### config.mk
export PLATFORM = sky130hd
export DESIGN_NAME = inverter_fault_protection
export DESIGN_NICKNAME = d
export VERILOG_FILES = /design/src/design/persist_filter.v /design/src/design/inverter_fault_protection.v
export VERILOG_INCLUDE_DIRS = /design/src /design/src/design
export SDC_FILE = /design/constraint.sdc
export NUM_CORES = 1
export LEC_CHECK = 0
export BUFFER_PORTS_ARGS = -buffer_cell sky130_fd_sc_hd__clkbuf_2
export CAP_MARGIN = 20
export CORE_MARGIN = 2
export CORE_UTILIZATION = 40
export CTS_BUF_LIST = sky130_fd_sc_hd__clkbuf_8
export DETAILED_ROUTE_END_ITERATION = 10
export HOLD_SLACK_MARGIN = 0.12
export SYNTH_ARGS = -nofsm -noshare
export SYNTH_HDL_FRONTEND = slang
export SYNTH_HIERARCHICAL = 1
export SYNTH_SLANG_ARGS = --single-unit
### constraint.sdc
create_clock -name clk -period 3.7 [get_ports clk]
set_clock_uncertainty 0.1 [all_clocks]
set_input_delay 0 -clock clk [delete_from_list [all_inputs] [get_ports clk]]
set_output_delay 0 -clock clk [all_outputs]
set_load 0.005 [all_outputs]
### src/design/fault_protection_regs.vh
// Constants, register map and timing counts for the inverter fault protection block.
`ifndef FAULT_PROTECTION_REGS_VH
`define FAULT_PROTECTION_REGS_VH

`define CLK_PERIOD_NS 25
`define CYC_UP(ns) (((ns) + `CLK_PERIOD_NS - 1) / `CLK_PERIOD_NS)

`define OVERCUR_BLANK_NS 370
`define OVERCUR_DELAY_NS 300
`define SHORTCKT_BLANK_NS 810
`define SHORTCKT_DELAY_NS 900
`define LINE_FILTER_NS 300
`define OVERLAP_FILTER_NS 800
`define FAULT_HOLD_MS 10

`define OVERCUR_BLANK_CYC `CYC_UP(`OVERCUR_BLANK_NS)
`define OVERCUR_DELAY_CYC `CYC_UP(`OVERCUR_DELAY_NS)
`define SHORTCKT_BLANK_CYC `CYC_UP(`SHORTCKT_BLANK_NS)
`define SHORTCKT_DELAY_CYC `CYC_UP(`SHORTCKT_DELAY_NS)
`define LINE_FILTER_CYC `CYC_UP(`LINE_FILTER_NS)
`define OVERLAP_FILTER_CYC `CYC_UP(`OVERLAP_FILTER_NS)
`define FAULT_HOLD_CYC ((`FAULT_HOLD_MS * 1000000) / `CLK_PERIOD_NS)

`define REG_STATUS 2'h0
`define REG_MASK 2'h1
`define REG_LIVE 2'h2
`define MASK_RESET 9'h000
`define SYNC_RESET 16'h0E00

`define EV_OVERCUR_U 0
`define EV_OVERCUR_W 1
`define EV_SHORTCKT_V 2
`define EV_OVERLAP_U 3
`define EV_OVERLAP_V 4
`define EV_OVERLAP_W 5
`define EV_THERMAL_U 6
`define EV_THERMAL_W 7
`define EV_EXTERNAL 8
`define EV_COUNT 9

`endif

### src/design/persist_filter.v
// Persistence filter: output high once the input has stayed high for a set count.
`timescale 1ns/1ps
module persist_filter #(
   parameter COUNT = 8
) (
   // Clock and reset
   input wire clk,
   input wire rst,
   // Level in and filtered level out
   input wire level,
   output wire held
);
   reg [7:0] cntQ;
   reg [7:0] cntD;

   always @* begin
      cntD = cntQ;
      if (!level) begin
         cntD = 8'h00;
      end else if (cntQ != COUNT[7:0]) begin
         cntD = cntQ + 8'h01;
      end
   end

   always @(posedge clk or posedge rst) begin
      if (rst) begin
         cntQ <= 8'h00;
      end else begin
         cntQ <= cntD;
      end
   end

   // Release is immediate; only the onset is filtered.
   assign held = (cntQ == COUNT[7:0]);
endmodule

### src/design/inverter_fault_protection.v
// Three-phase gate fault protection with an Avalon-MM status and interrupt port.
//
// Local design decisions: the register addresses and register access over Avalon-MM.
`timescale 1ns/1ps
`include "fault_protection_regs.vh"
module inverter_fault_protection #(
   parameter HOLD_CYCLES = `FAULT_HOLD_CYC
) (
   // Clock and reset
   input wire clk,
   input wire rst,
   // Comparator inputs from the analog front end
   input wire overcurrentSenseU,
   input wire overcurrentSenseW,
   input wire lowsideSenseV,
   input wire [1:0] tempAboveTrip,
   input wire [1:0] tempAboveRelease,
   // Commands, index 0 U, 1 V, 2 W
   input wire [2:0] highCommandIn,
   input wire [2:0] lowCommandIn,
   // Gate outputs
   output wire [2:0] highGateOut,
   output wire [2:0] lowGateOut,
   // Open-drain fault pins
   input wire faultLineUIn,
   input wire faultLineVIn,
   input wire faultLineWIn,
   output wire faultLineUOut,
   output wire faultLineVOut,
   output wire faultLineWOut,
   output wire faultLineUOeN,
   output wire faultLineVOeN,
   output wire faultLineWOeN,
   // Avalon-MM slave
   input wire [3:0] address,
   input wire read,
   input wire write,
   input wire [31:0] writedata,
   output wire [31:0] readdata,
   output wire waitrequest,
   // Interrupt
   output wire irq
);
   localparam ST_IDLE = 2'h0;
   localparam ST_DELAY = 2'h1;
   localparam ST_HOLD = 2'h2;
   localparam [19:0] OC_DELAY = `OVERCUR_DELAY_CYC;
   localparam [19:0] SC_DELAY = `SHORTCKT_DELAY_CYC;
   localparam [19:0] HOLD_LEN = HOLD_CYCLES;

   ////////////////////////////////////////////////////////////////////////////
   // Input synchronisers.

   wire [15:0] rawIn;
   reg [15:0] sync1Q;
   reg [15:0] sync2Q;

   assign rawIn = {tempAboveRelease, tempAboveTrip, faultLineWIn, faultLineVIn,
      faultLineUIn, lowCommandIn, highCommandIn, lowsideSenseV, overcurrentSenseW,
      overcurrentSenseU};

   // Fault wires reset to their pulled-up idle level, so no false event follows reset.
   always @(posedge clk or posedge rst) begin
      if (rst) begin
         sync1Q <= `SYNC_RESET;
         sync2Q <= `SYNC_RESET;
      end else begin
         sync1Q <= rawIn;
         sync2Q <= sync1Q;
      end
   end

   wire ocU = sync2Q[0];
   wire ocW = sync2Q[1];
   wire scV = sync2Q[2];
   wire [2:0] cmdHigh = sync2Q[5:3];
   wire [2:0] cmdLow = sync2Q[8:6];
   wire [2:0] lineIn = sync2Q[11:9];
   wire [1:0] hotTrip = sync2Q[13:12];
   wire [1:0] hotRelease = sync2Q[15:14];

   ////////////////////////////////////////////////////////////////////////////
   // Blanking and noise filters.

   wire [2:0] armed;
   wire [2:0] overlap;
   wire lineLowV;

   persist_filter #(.COUNT(`OVERCUR_BLANK_CYC)) blankU (
      .clk(clk),
      .rst(rst),
      .level(ocU),
      .held(armed[0])
   );

   persist_filter #(.COUNT(`OVERCUR_BLANK_CYC)) blankW (
      .clk(clk),
      .rst(rst),
      .level(ocW),
      .held(armed[1])
   );

   persist_filter #(.COUNT(`SHORTCKT_BLANK_CYC)) blankV (
      .clk(clk),
      .rst(rst),
      .level(scV),
      .held(armed[2])
   );

   persist_filter #(.COUNT(`LINE_FILTER_CYC)) lineFilterV (
      .clk(clk),
      .rst(rst),
      .level(~lineIn[1]),
      .held(lineLowV)
   );

   genvar p;
   generate
      for (p = 0; p < 3; p = p + 1) begin : phase
         persist_filter #(.COUNT(`OVERLAP_FILTER_CYC)) overlapFilter (
            .clk(clk),
            .rst(rst),
            .level(cmdHigh[p] & cmdLow[p]),
            .held(overlap[p])
         );
      end
   endgenerate

   ////////////////////////////////////////////////////////////////////////////
   // Trip sequencers: channel 0 U overcurrent, 1 W overcurrent, 2 V short.

   reg [1:0] stQ [0:2];
   reg [19:0] cntQ [0:2];
   integer i;

   function [19:0] delayOf;
      input integer ch;
      begin
         delayOf = (ch == 2) ? SC_DELAY : OC_DELAY;
      end
   endfunction

   always @(posedge clk or posedge rst) begin
      if (rst) begin
         for (i = 0; i < 3; i = i + 1) begin
            stQ[i] <= ST_IDLE;
            cntQ[i] <= 20'h00000;
         end
      end else begin
         for (i = 0; i < 3; i = i + 1) begin
            case (stQ[i])
               ST_IDLE: begin
                  if (armed[i]) begin
                     stQ[i] <= ST_DELAY;
                     cntQ[i] <= delayOf(i) - 20'h00001;
                  end
               end
               ST_DELAY: begin
                  if (cntQ[i] == 20'h00000) begin
                     stQ[i] <= ST_HOLD;
                     cntQ[i] <= HOLD_LEN - 20'h00001;
                  end else begin
                     cntQ[i] <= cntQ[i] - 20'h00001;
                  end
               end
               ST_HOLD: begin
                  if (cntQ[i] == 20'h00000) begin
                     stQ[i] <= ST_IDLE;
                  end else begin
                     cntQ[i] <= cntQ[i] - 20'h00001;
                  end
               end
               default: begin
                  stQ[i] <= ST_IDLE;
               end
            endcase
         end
      end
   end

   wire [2:0] tripped = {stQ[2] == ST_HOLD, stQ[1] == ST_HOLD, stQ[0] == ST_HOLD};

   ////////////////////////////////////////////////////////////////////////////
   // Thermal shutdown with hysteresis, index 0 U, 1 W.

   reg [1:0] thermalQ;

   always @(posedge clk or posedge rst) begin
      if (rst) begin
         thermalQ <= 2'h0;
      end else begin
         thermalQ <= hotTrip | (thermalQ & hotRelease);
      end
   end

   ////////////////////////////////////////////////////////////////////////////
   // Fault combining and gate drive.

   wire [2:0] ownFault;
   wire [2:0] phaseOff;
   reg [2:0] highQ;
   reg [2:0] lowQ;
   reg [2:0] driveQ;
   // Gates drop on a raw overlap at once; only the fault report waits for the filter.
   wire [2:0] rawOverlap = cmdHigh & cmdLow;

   assign ownFault[0] = tripped[0] | overlap[0] | thermalQ[0];
   assign ownFault[1] = tripped[2] | overlap[1];
   assign ownFault[2] = tripped[1] | overlap[2] | thermalQ[1];

   assign phaseOff[0] = ownFault[0] | ~lineIn[0];
   assign phaseOff[1] = ownFault[1] | lineLowV;
   assign phaseOff[2] = ownFault[2] | ~lineIn[2];

   always @(posedge clk or posedge rst) begin
      if (rst) begin
         highQ <= 3'h0;
         lowQ <= 3'h0;
         driveQ <= 3'h0;
      end else begin
         highQ <= cmdHigh & ~phaseOff & ~rawOverlap;
         lowQ <= cmdLow & ~phaseOff & ~rawOverlap;
         driveQ <= ownFault;
      end
   end

   assign highGateOut = highQ;
   assign lowGateOut = lowQ;
   assign faultLineUOut = 1'b0;
   assign faultLineVOut = 1'b0;
   assign faultLineWOut = 1'b0;
   assign faultLineUOeN = ~driveQ[0];
   assign faultLineVOeN = ~driveQ[1];
   assign faultLineWOeN = ~driveQ[2];

   ////////////////////////////////////////////////////////////////////////////
   // Event capture and register bus.

   wire [8:0] evLevel;
   reg [8:0] evPrevQ;
   reg [8:0] statusQ;
   reg [8:0] maskQ;
   reg ackQ;
   reg [31:0] rdataQ;
   reg [1:0] ownDriveQ;
   wire [8:0] evRise;
   wire [1:0] regSel = address[3:2];
   wire wrAck = ackQ & write;
   wire [8:0] clearBits;

   // An external fault is a low line that no local source explains.
   // The line is seen two cycles late through the synchroniser, so own drive is
   // remembered that long; otherwise each release would look like an external pull.
   assign evLevel = {(~lineIn[0]) & ~(|driveQ) & ~(|ownDriveQ), thermalQ, overlap[2],
      overlap[1], overlap[0], tripped[2], tripped[1], tripped[0]};
   assign evRise = evLevel & ~evPrevQ;
   assign clearBits = (wrAck && regSel == `REG_STATUS) ? writedata[8:0] : 9'h000;

   always @(posedge clk or posedge rst) begin
      if (rst) begin
         evPrevQ <= 9'h000;
         ownDriveQ <= 2'h0;
         statusQ <= 9'h000;
         maskQ <= `MASK_RESET;
         ackQ <= 1'b0;
         rdataQ <= 32'h00000000;
      end else begin
         evPrevQ <= evLevel;
         ownDriveQ <= {ownDriveQ[0], |driveQ};
         // A new event in the clearing cycle survives the clear.
         statusQ <= (statusQ & ~clearBits) | evRise;
         if (wrAck && regSel == `REG_MASK) begin
            maskQ <= writedata[8:0];
         end
         ackQ <= (read | write) & ~ackQ;
         if (read & ~ackQ) begin
            case (regSel)
               `REG_STATUS: rdataQ <= {23'h000000, statusQ};
               `REG_MASK: rdataQ <= {23'h000000, maskQ};
               `REG_LIVE: rdataQ <= {23'h000000, evLevel};
               default: rdataQ <= 32'h00000000;
            endcase
         end
      end
   end

   assign waitrequest = (read | write) & ~ackQ;
   assign readdata = rdataQ;
   assign irq = |(statusQ & maskQ);
endmodule

== Yosys cells after proc, flatten, opt, wreduce, memory -nomap -nowiden ==
Cells that the tools add are included.
Storage, ports and cells
  output and inout bits: 46
  bits of input ports: 56
  register bits after elaboration: 227
  word-level logic and storage cells: 177
Cells by class
  $add $sub $neg: 10
  bitwise logic cells: 40
  equal/unequal tests: 40
  muxes and demuxes: 40
  reduce and logical (&&, ||, !) cells: 22
Operators by type and width (number)
  $mux W20: 9
  $pmux W20 S3: 3
  $mux W8: 14
  $logic_not A20 Y1: 3
  $sub A20 B1 Y20 const B: 3
  $add A8 B1 Y8 const B: 7
  $eq A8 B6 Y1 const B: 4
  $ne A8 B6 Y1 const B: 4
  $and A9 B9 Y9: 3
  $pmux W9 S3: 1
  $eq A8 B4 Y1 const B: 3
  $ne A8 B4 Y1 const B: 3
  $mux W2: 9
  $ne A2 B1 Y1 const B: 9
  $ne A2 B2 Y1 const B: 9
  $not A9 Y9: 2
  $pmux W2 S3: 3
  $reduce_and A3 Y1: 6
  $and A3 B3 Y3: 5
  $mux W9: 1
  $or A1 B1 Y1: 9
  $or A9 B9 Y9: 1
  $reduce_bool A3 Y1: 3
  $reduce_or A9 Y1: 1
  other kinds (12): 37

== Depth between registers and ports, before layout ==
  depth after elaboration: 7
  depth in mapped cells: 12
  mapped depth without buffers: 9

== Modules after synthesis ==
The synthesis kept the hierarchy.
By module, submodules not included
  inverter_fault_protection: area each 7144.4 um^2, instances 1, seq. area each 3711.1 um^2, cells an instance 702
  persist_filter at phase[0].overlapFilter ...: area each 440.4 um^2, instances 3, seq. area each 200.2 um^2, cells an instance 47
  persist_filter at lineFilterV: area each 466.7 um^2, instances 1, seq. area each 200.2 um^2, cells an instance 50
  persist_filter at blankV: area each 444.2 um^2, instances 1, seq. area each 200.2 um^2, cells an instance 46
  persist_filter at blankU: area each 419.2 um^2, instances 1, seq. area each 200.2 um^2, cells an instance 42
  persist_filter at blankW: area each 414.1 um^2, instances 1, seq. area each 200.2 um^2, cells an instance 42

== Least setup slack after synthesis ==
Ideal clock, no wire load.
  kind: register to register
  start: register cntQ[32] (netlist name)
  end: register cntQ[25] (netlist name)
  path slack: 1.124 ns
  clock period less this slack: 2.576 ns
  cell stages (with the launch flop): 7
  data arrival time: 2.396 ns
  data required time: 3.520 ns
  library setup time: 0.080 ns
  buffers on the path: 1
  cells stage by stage: dfrtp_1 -> or4_4 -> or4b_4 -> or4_4 -> buf_6 -> or2_4 -> o211ai_2

==> results.json <==
{
  "outcome": "finished clean",
  "synth-edff-count": 0,
  "syn2layout_area_growth_pct": 18.27,
  "ir_drop_v": 0.0002535,
  "p_per_area_nw_per_um2": 663.3,
  "fin_setup_tns_ps": 0,
  "synthFlopType": "dfrtp_1",
  "crit_family": "simple AND/OR/NAND/NOR gates",
  "max_cap_viol_count": 0,
  "die_x_um": 163.8,
  "ys_warn_count": 6,
  "syn-mean-instance-area_sq_um": 9.980,
  "cp.required_ps": 4040,
  "portBuffers": 50,
  "hp-class": "in2reg",
  "htreeDepth": 2,
  "period_needed_ps": 3110,
  "synth_area_leaders": "dfrtp_1, ha_1, nand2_1, a21oi_1, o21ai_0",
  "nets": 1234,
  "clock.fmax_ghz": 0.3215,
  "use_met2_pct": 28.23,
  "post_drt_wl_per_cell_um": 15.14,
  "grt_util_all_layers_pct": 17.42,
  "n_fill_cell": 2344,
  "drtIter0Drc": 592,
  "cts_tree": "yes",
  "p_leak_uw": 0.005534,
  "busiest_layer": "met2",
  "crit_type": "reg2reg",
  "synth_cell_types": 75,
  "post_cts_resized": 0,
  "gp_congestion": 0.8024,
  "netlist_area_sq_um": 10210,
  "clk-insertion-delay-late_ps": 530,
  "wl_um": 22790,
  "die-area_sq_um": 26820,
  "critPathMaxFanout": 23,
  "io_pins": 102,
  "rows": 58,
  "grt_pass1_vias": 7661,
  "cp.arrival_ps": 3450,
  "r2r_setup_slack_ps": 590,
  "path_buf_inv": 2,
  "layout-drive-gt1-share_pct": 14.57,
  "finalSetupViolCount": 0,
  "cts_sinks": 204,
  "reg2reg_to": "cntQ[36]",
  "ys_ff_latch": 204,
  "dieHeight_um": 163.8,
  "syn_inst": 1023,
  "cts-root-buf": "clkbuf_8",
  "cp-endpoint": "cntQ[36]",
  "startpoint": "blankW/cntQ[4]",
  "startpoint_type": "register",
  "antenna_found_initial": 1,
  "hpwl_um": 14990,
  "num_vias": 7920,
  "tightestPinTransition_ps": 829.7,
  "cp_slowest_cell": "or4_2",
  "r2r-start": "blankW/cntQ[4]",
  "use_met1_pct": 23.85,
  "end_kind": "register",
  "reg2reg_depth": 9,
  "fin_crit_sh_pct": 84.06,
  "route.detailed.drc": 0,
  "synth.most_common_cell": "dfrtp_1",
  "clkTransAtPathRegs_ps": 60,
  "async_flop_share_pct": 100.0,
  "grt_start_max_net_pins": 137,
  "start_util_pct": 40.66,
  "core_sq_um": 25110,
  "numCtsBuffers": 38,
  "final_hold_viol_count": 0,
  "cp.depth": 9,
  "drv_slew": 0,
  "drt-pass1-iter-count": 4,
  "cts_buffer_depth": 3,
  "rsz0062_at_grt": "no",
  "slowest_delay_ps": 610,
  "detail-route-antenna-nets": 0,
  "post_cts_buffers": 0,
  "post_drt_via_cell_ratio": 5.262,
  "path_cells": "or4_4 > or2_4 > inv_2 > nor2b_1 > nor2_1 > o21ai_2 > buf_4 > or4_2 > a21oi_1",
  "synth_area_leader_cell": "dfrtp_1",
  "synth_top_cell_area_share_pct": 48.53,
  "grt.met3_usage_pct": 2.980,
  "grt_pass1_wl_um": 38030,
  "ys_seq_area_share_pct": 50.07,
  "grt-ovfl-total": 0,
  "synthTopCellsByCount": "dfrtp_1, nand2_1, a21oi_1",
  "relSlewSlack_pct": 44.18,
  "holdWs_ps": 189.0
}
tightest hold or removal path, cell delays in order:
cell	delay [ps]
dlygate4sd3_1	520
clkbuf_2	130
mux2_2	140
where the power goes:
group          internal (uW)  switching, uW  total, uW
registers               2590            365       2960
clock network           1360            938       2300
logic                   1080           1670       2750
per-layer routing:
| layer | wire (um) | vias to the layer above | share of wire (%) |
|---|---|---|---|
| li1 | - | 3853 | - |
| met4 | 425 | 0 | 1.9 |
| met3 | 957 | 37 | 4.2 |
| met2 | 10700 | 153 | 47 |
| met1 | 10700 | 3877 | 47 |
| met5 | 0 | - | 0 |
how the worst min path moves through the flow:
stage            startpoint  cells after the start        endpoint
6_report       writedata[2]                      3        maskQ[2]
2_1_floorplan           rst                      1  blankU/cntQ[0]
3_3_place_gp   faultLineVIn                      1      sync1Q[10]
3_5_place_dp   faultLineVIn                      1      sync1Q[10]
5_1_grt        writedata[5]                      3        maskQ[5]
4_1_cts        writedata[2]                      3        maskQ[2]
placed cells by master, fill, tap and decap left out, drive strengths merged, types with 25 or more instances in the layout:
| cell type | count |
|---|---|
| dfrtp | 198 |
| o21ai | 66 |
| conb | 26 |
| inv | 63 |
| dlygate4sd3 | 55 |
| mux2i | 30 |
| or3 | 27 |
| nand2 | 100 |
| clkbuf | 101 |
| nand3 | 35 |
| nor2 | 67 |
| a21oi | 70 |
| nor3 | 25 |
| ha | 32 |
repair_timing:
item | 4_1_cts | 5_1_grt
hold endpoints to repair | 244 | 0
hold buffers | 55 | 0
endpoints found under the setup margin | 0 | 0
area by class of cell:
| cell class | count | area [sq um] | share of cell area [%] |
|---|---|---|---|
| repair buffers | 117 | 903.4 | 7.481 |
| inverters | 51 | 195.2 | 1.616 |
| flip-flops and latches | 204 | 5112 | 42.34 |
| diodes | 1 | 2.502 | 0.02072 |
| clock inverters | 17 | 121.4 | 1.005 |
| multi-input cells | 734 | 4626 | 38.31 |
| well taps | 330 | 412.9 | 3.419 |
| clock buffers | 51 | 701.9 | 5.813 |
cells by family after synthesis:
family                   after synthesis  synth area share [%]
AO/OA/AOI/OAI                        234                 14.53
XOR/XNOR                              15                 1.287
adder cells (fa/ha/maj)               32                 3.922
buffers and inverters                110                 5.539
flip-flops                           204                 50.07
multiplexers                          42                 4.265
other                                  1               0.03673
AND/OR/NAND/NOR                      385                 20.34
metrics by stage:
stage          power, uW  utilization, %  area (sq um)  setup WS, ps  instances
2_1_floorplan       4969               -         10310          1124       1048
3_3_place_gp        5580           42.61         10700         671.6       1381
3_5_place_dp        5639           42.61         10700         629.6       1381
4_1_cts             8070           48.08         12070         615.2       1504
5_1_grt             8598           48.09         12080         405.7       1505
6_report            8009           48.09         12080         590.0       1505
registers in the layout, summed over array words and instances (netlist names):
name	count
cntQ	60
phase.overlapFilter/cntQ	24
sync1Q	16
sync2Q	16
evPrevQ	9
maskQ	9
readdata	9
statusQ	9
blankU/cntQ	8
blankV/cntQ	8
blankW/cntQ	8
lineFilterV/cntQ	8
stQ	6
driveQ	3
highGateOut	3
lowGateOut	3
ownDriveQ	2
thermalQ	2
ackQ	1
(Power assumes the default switching activity.)
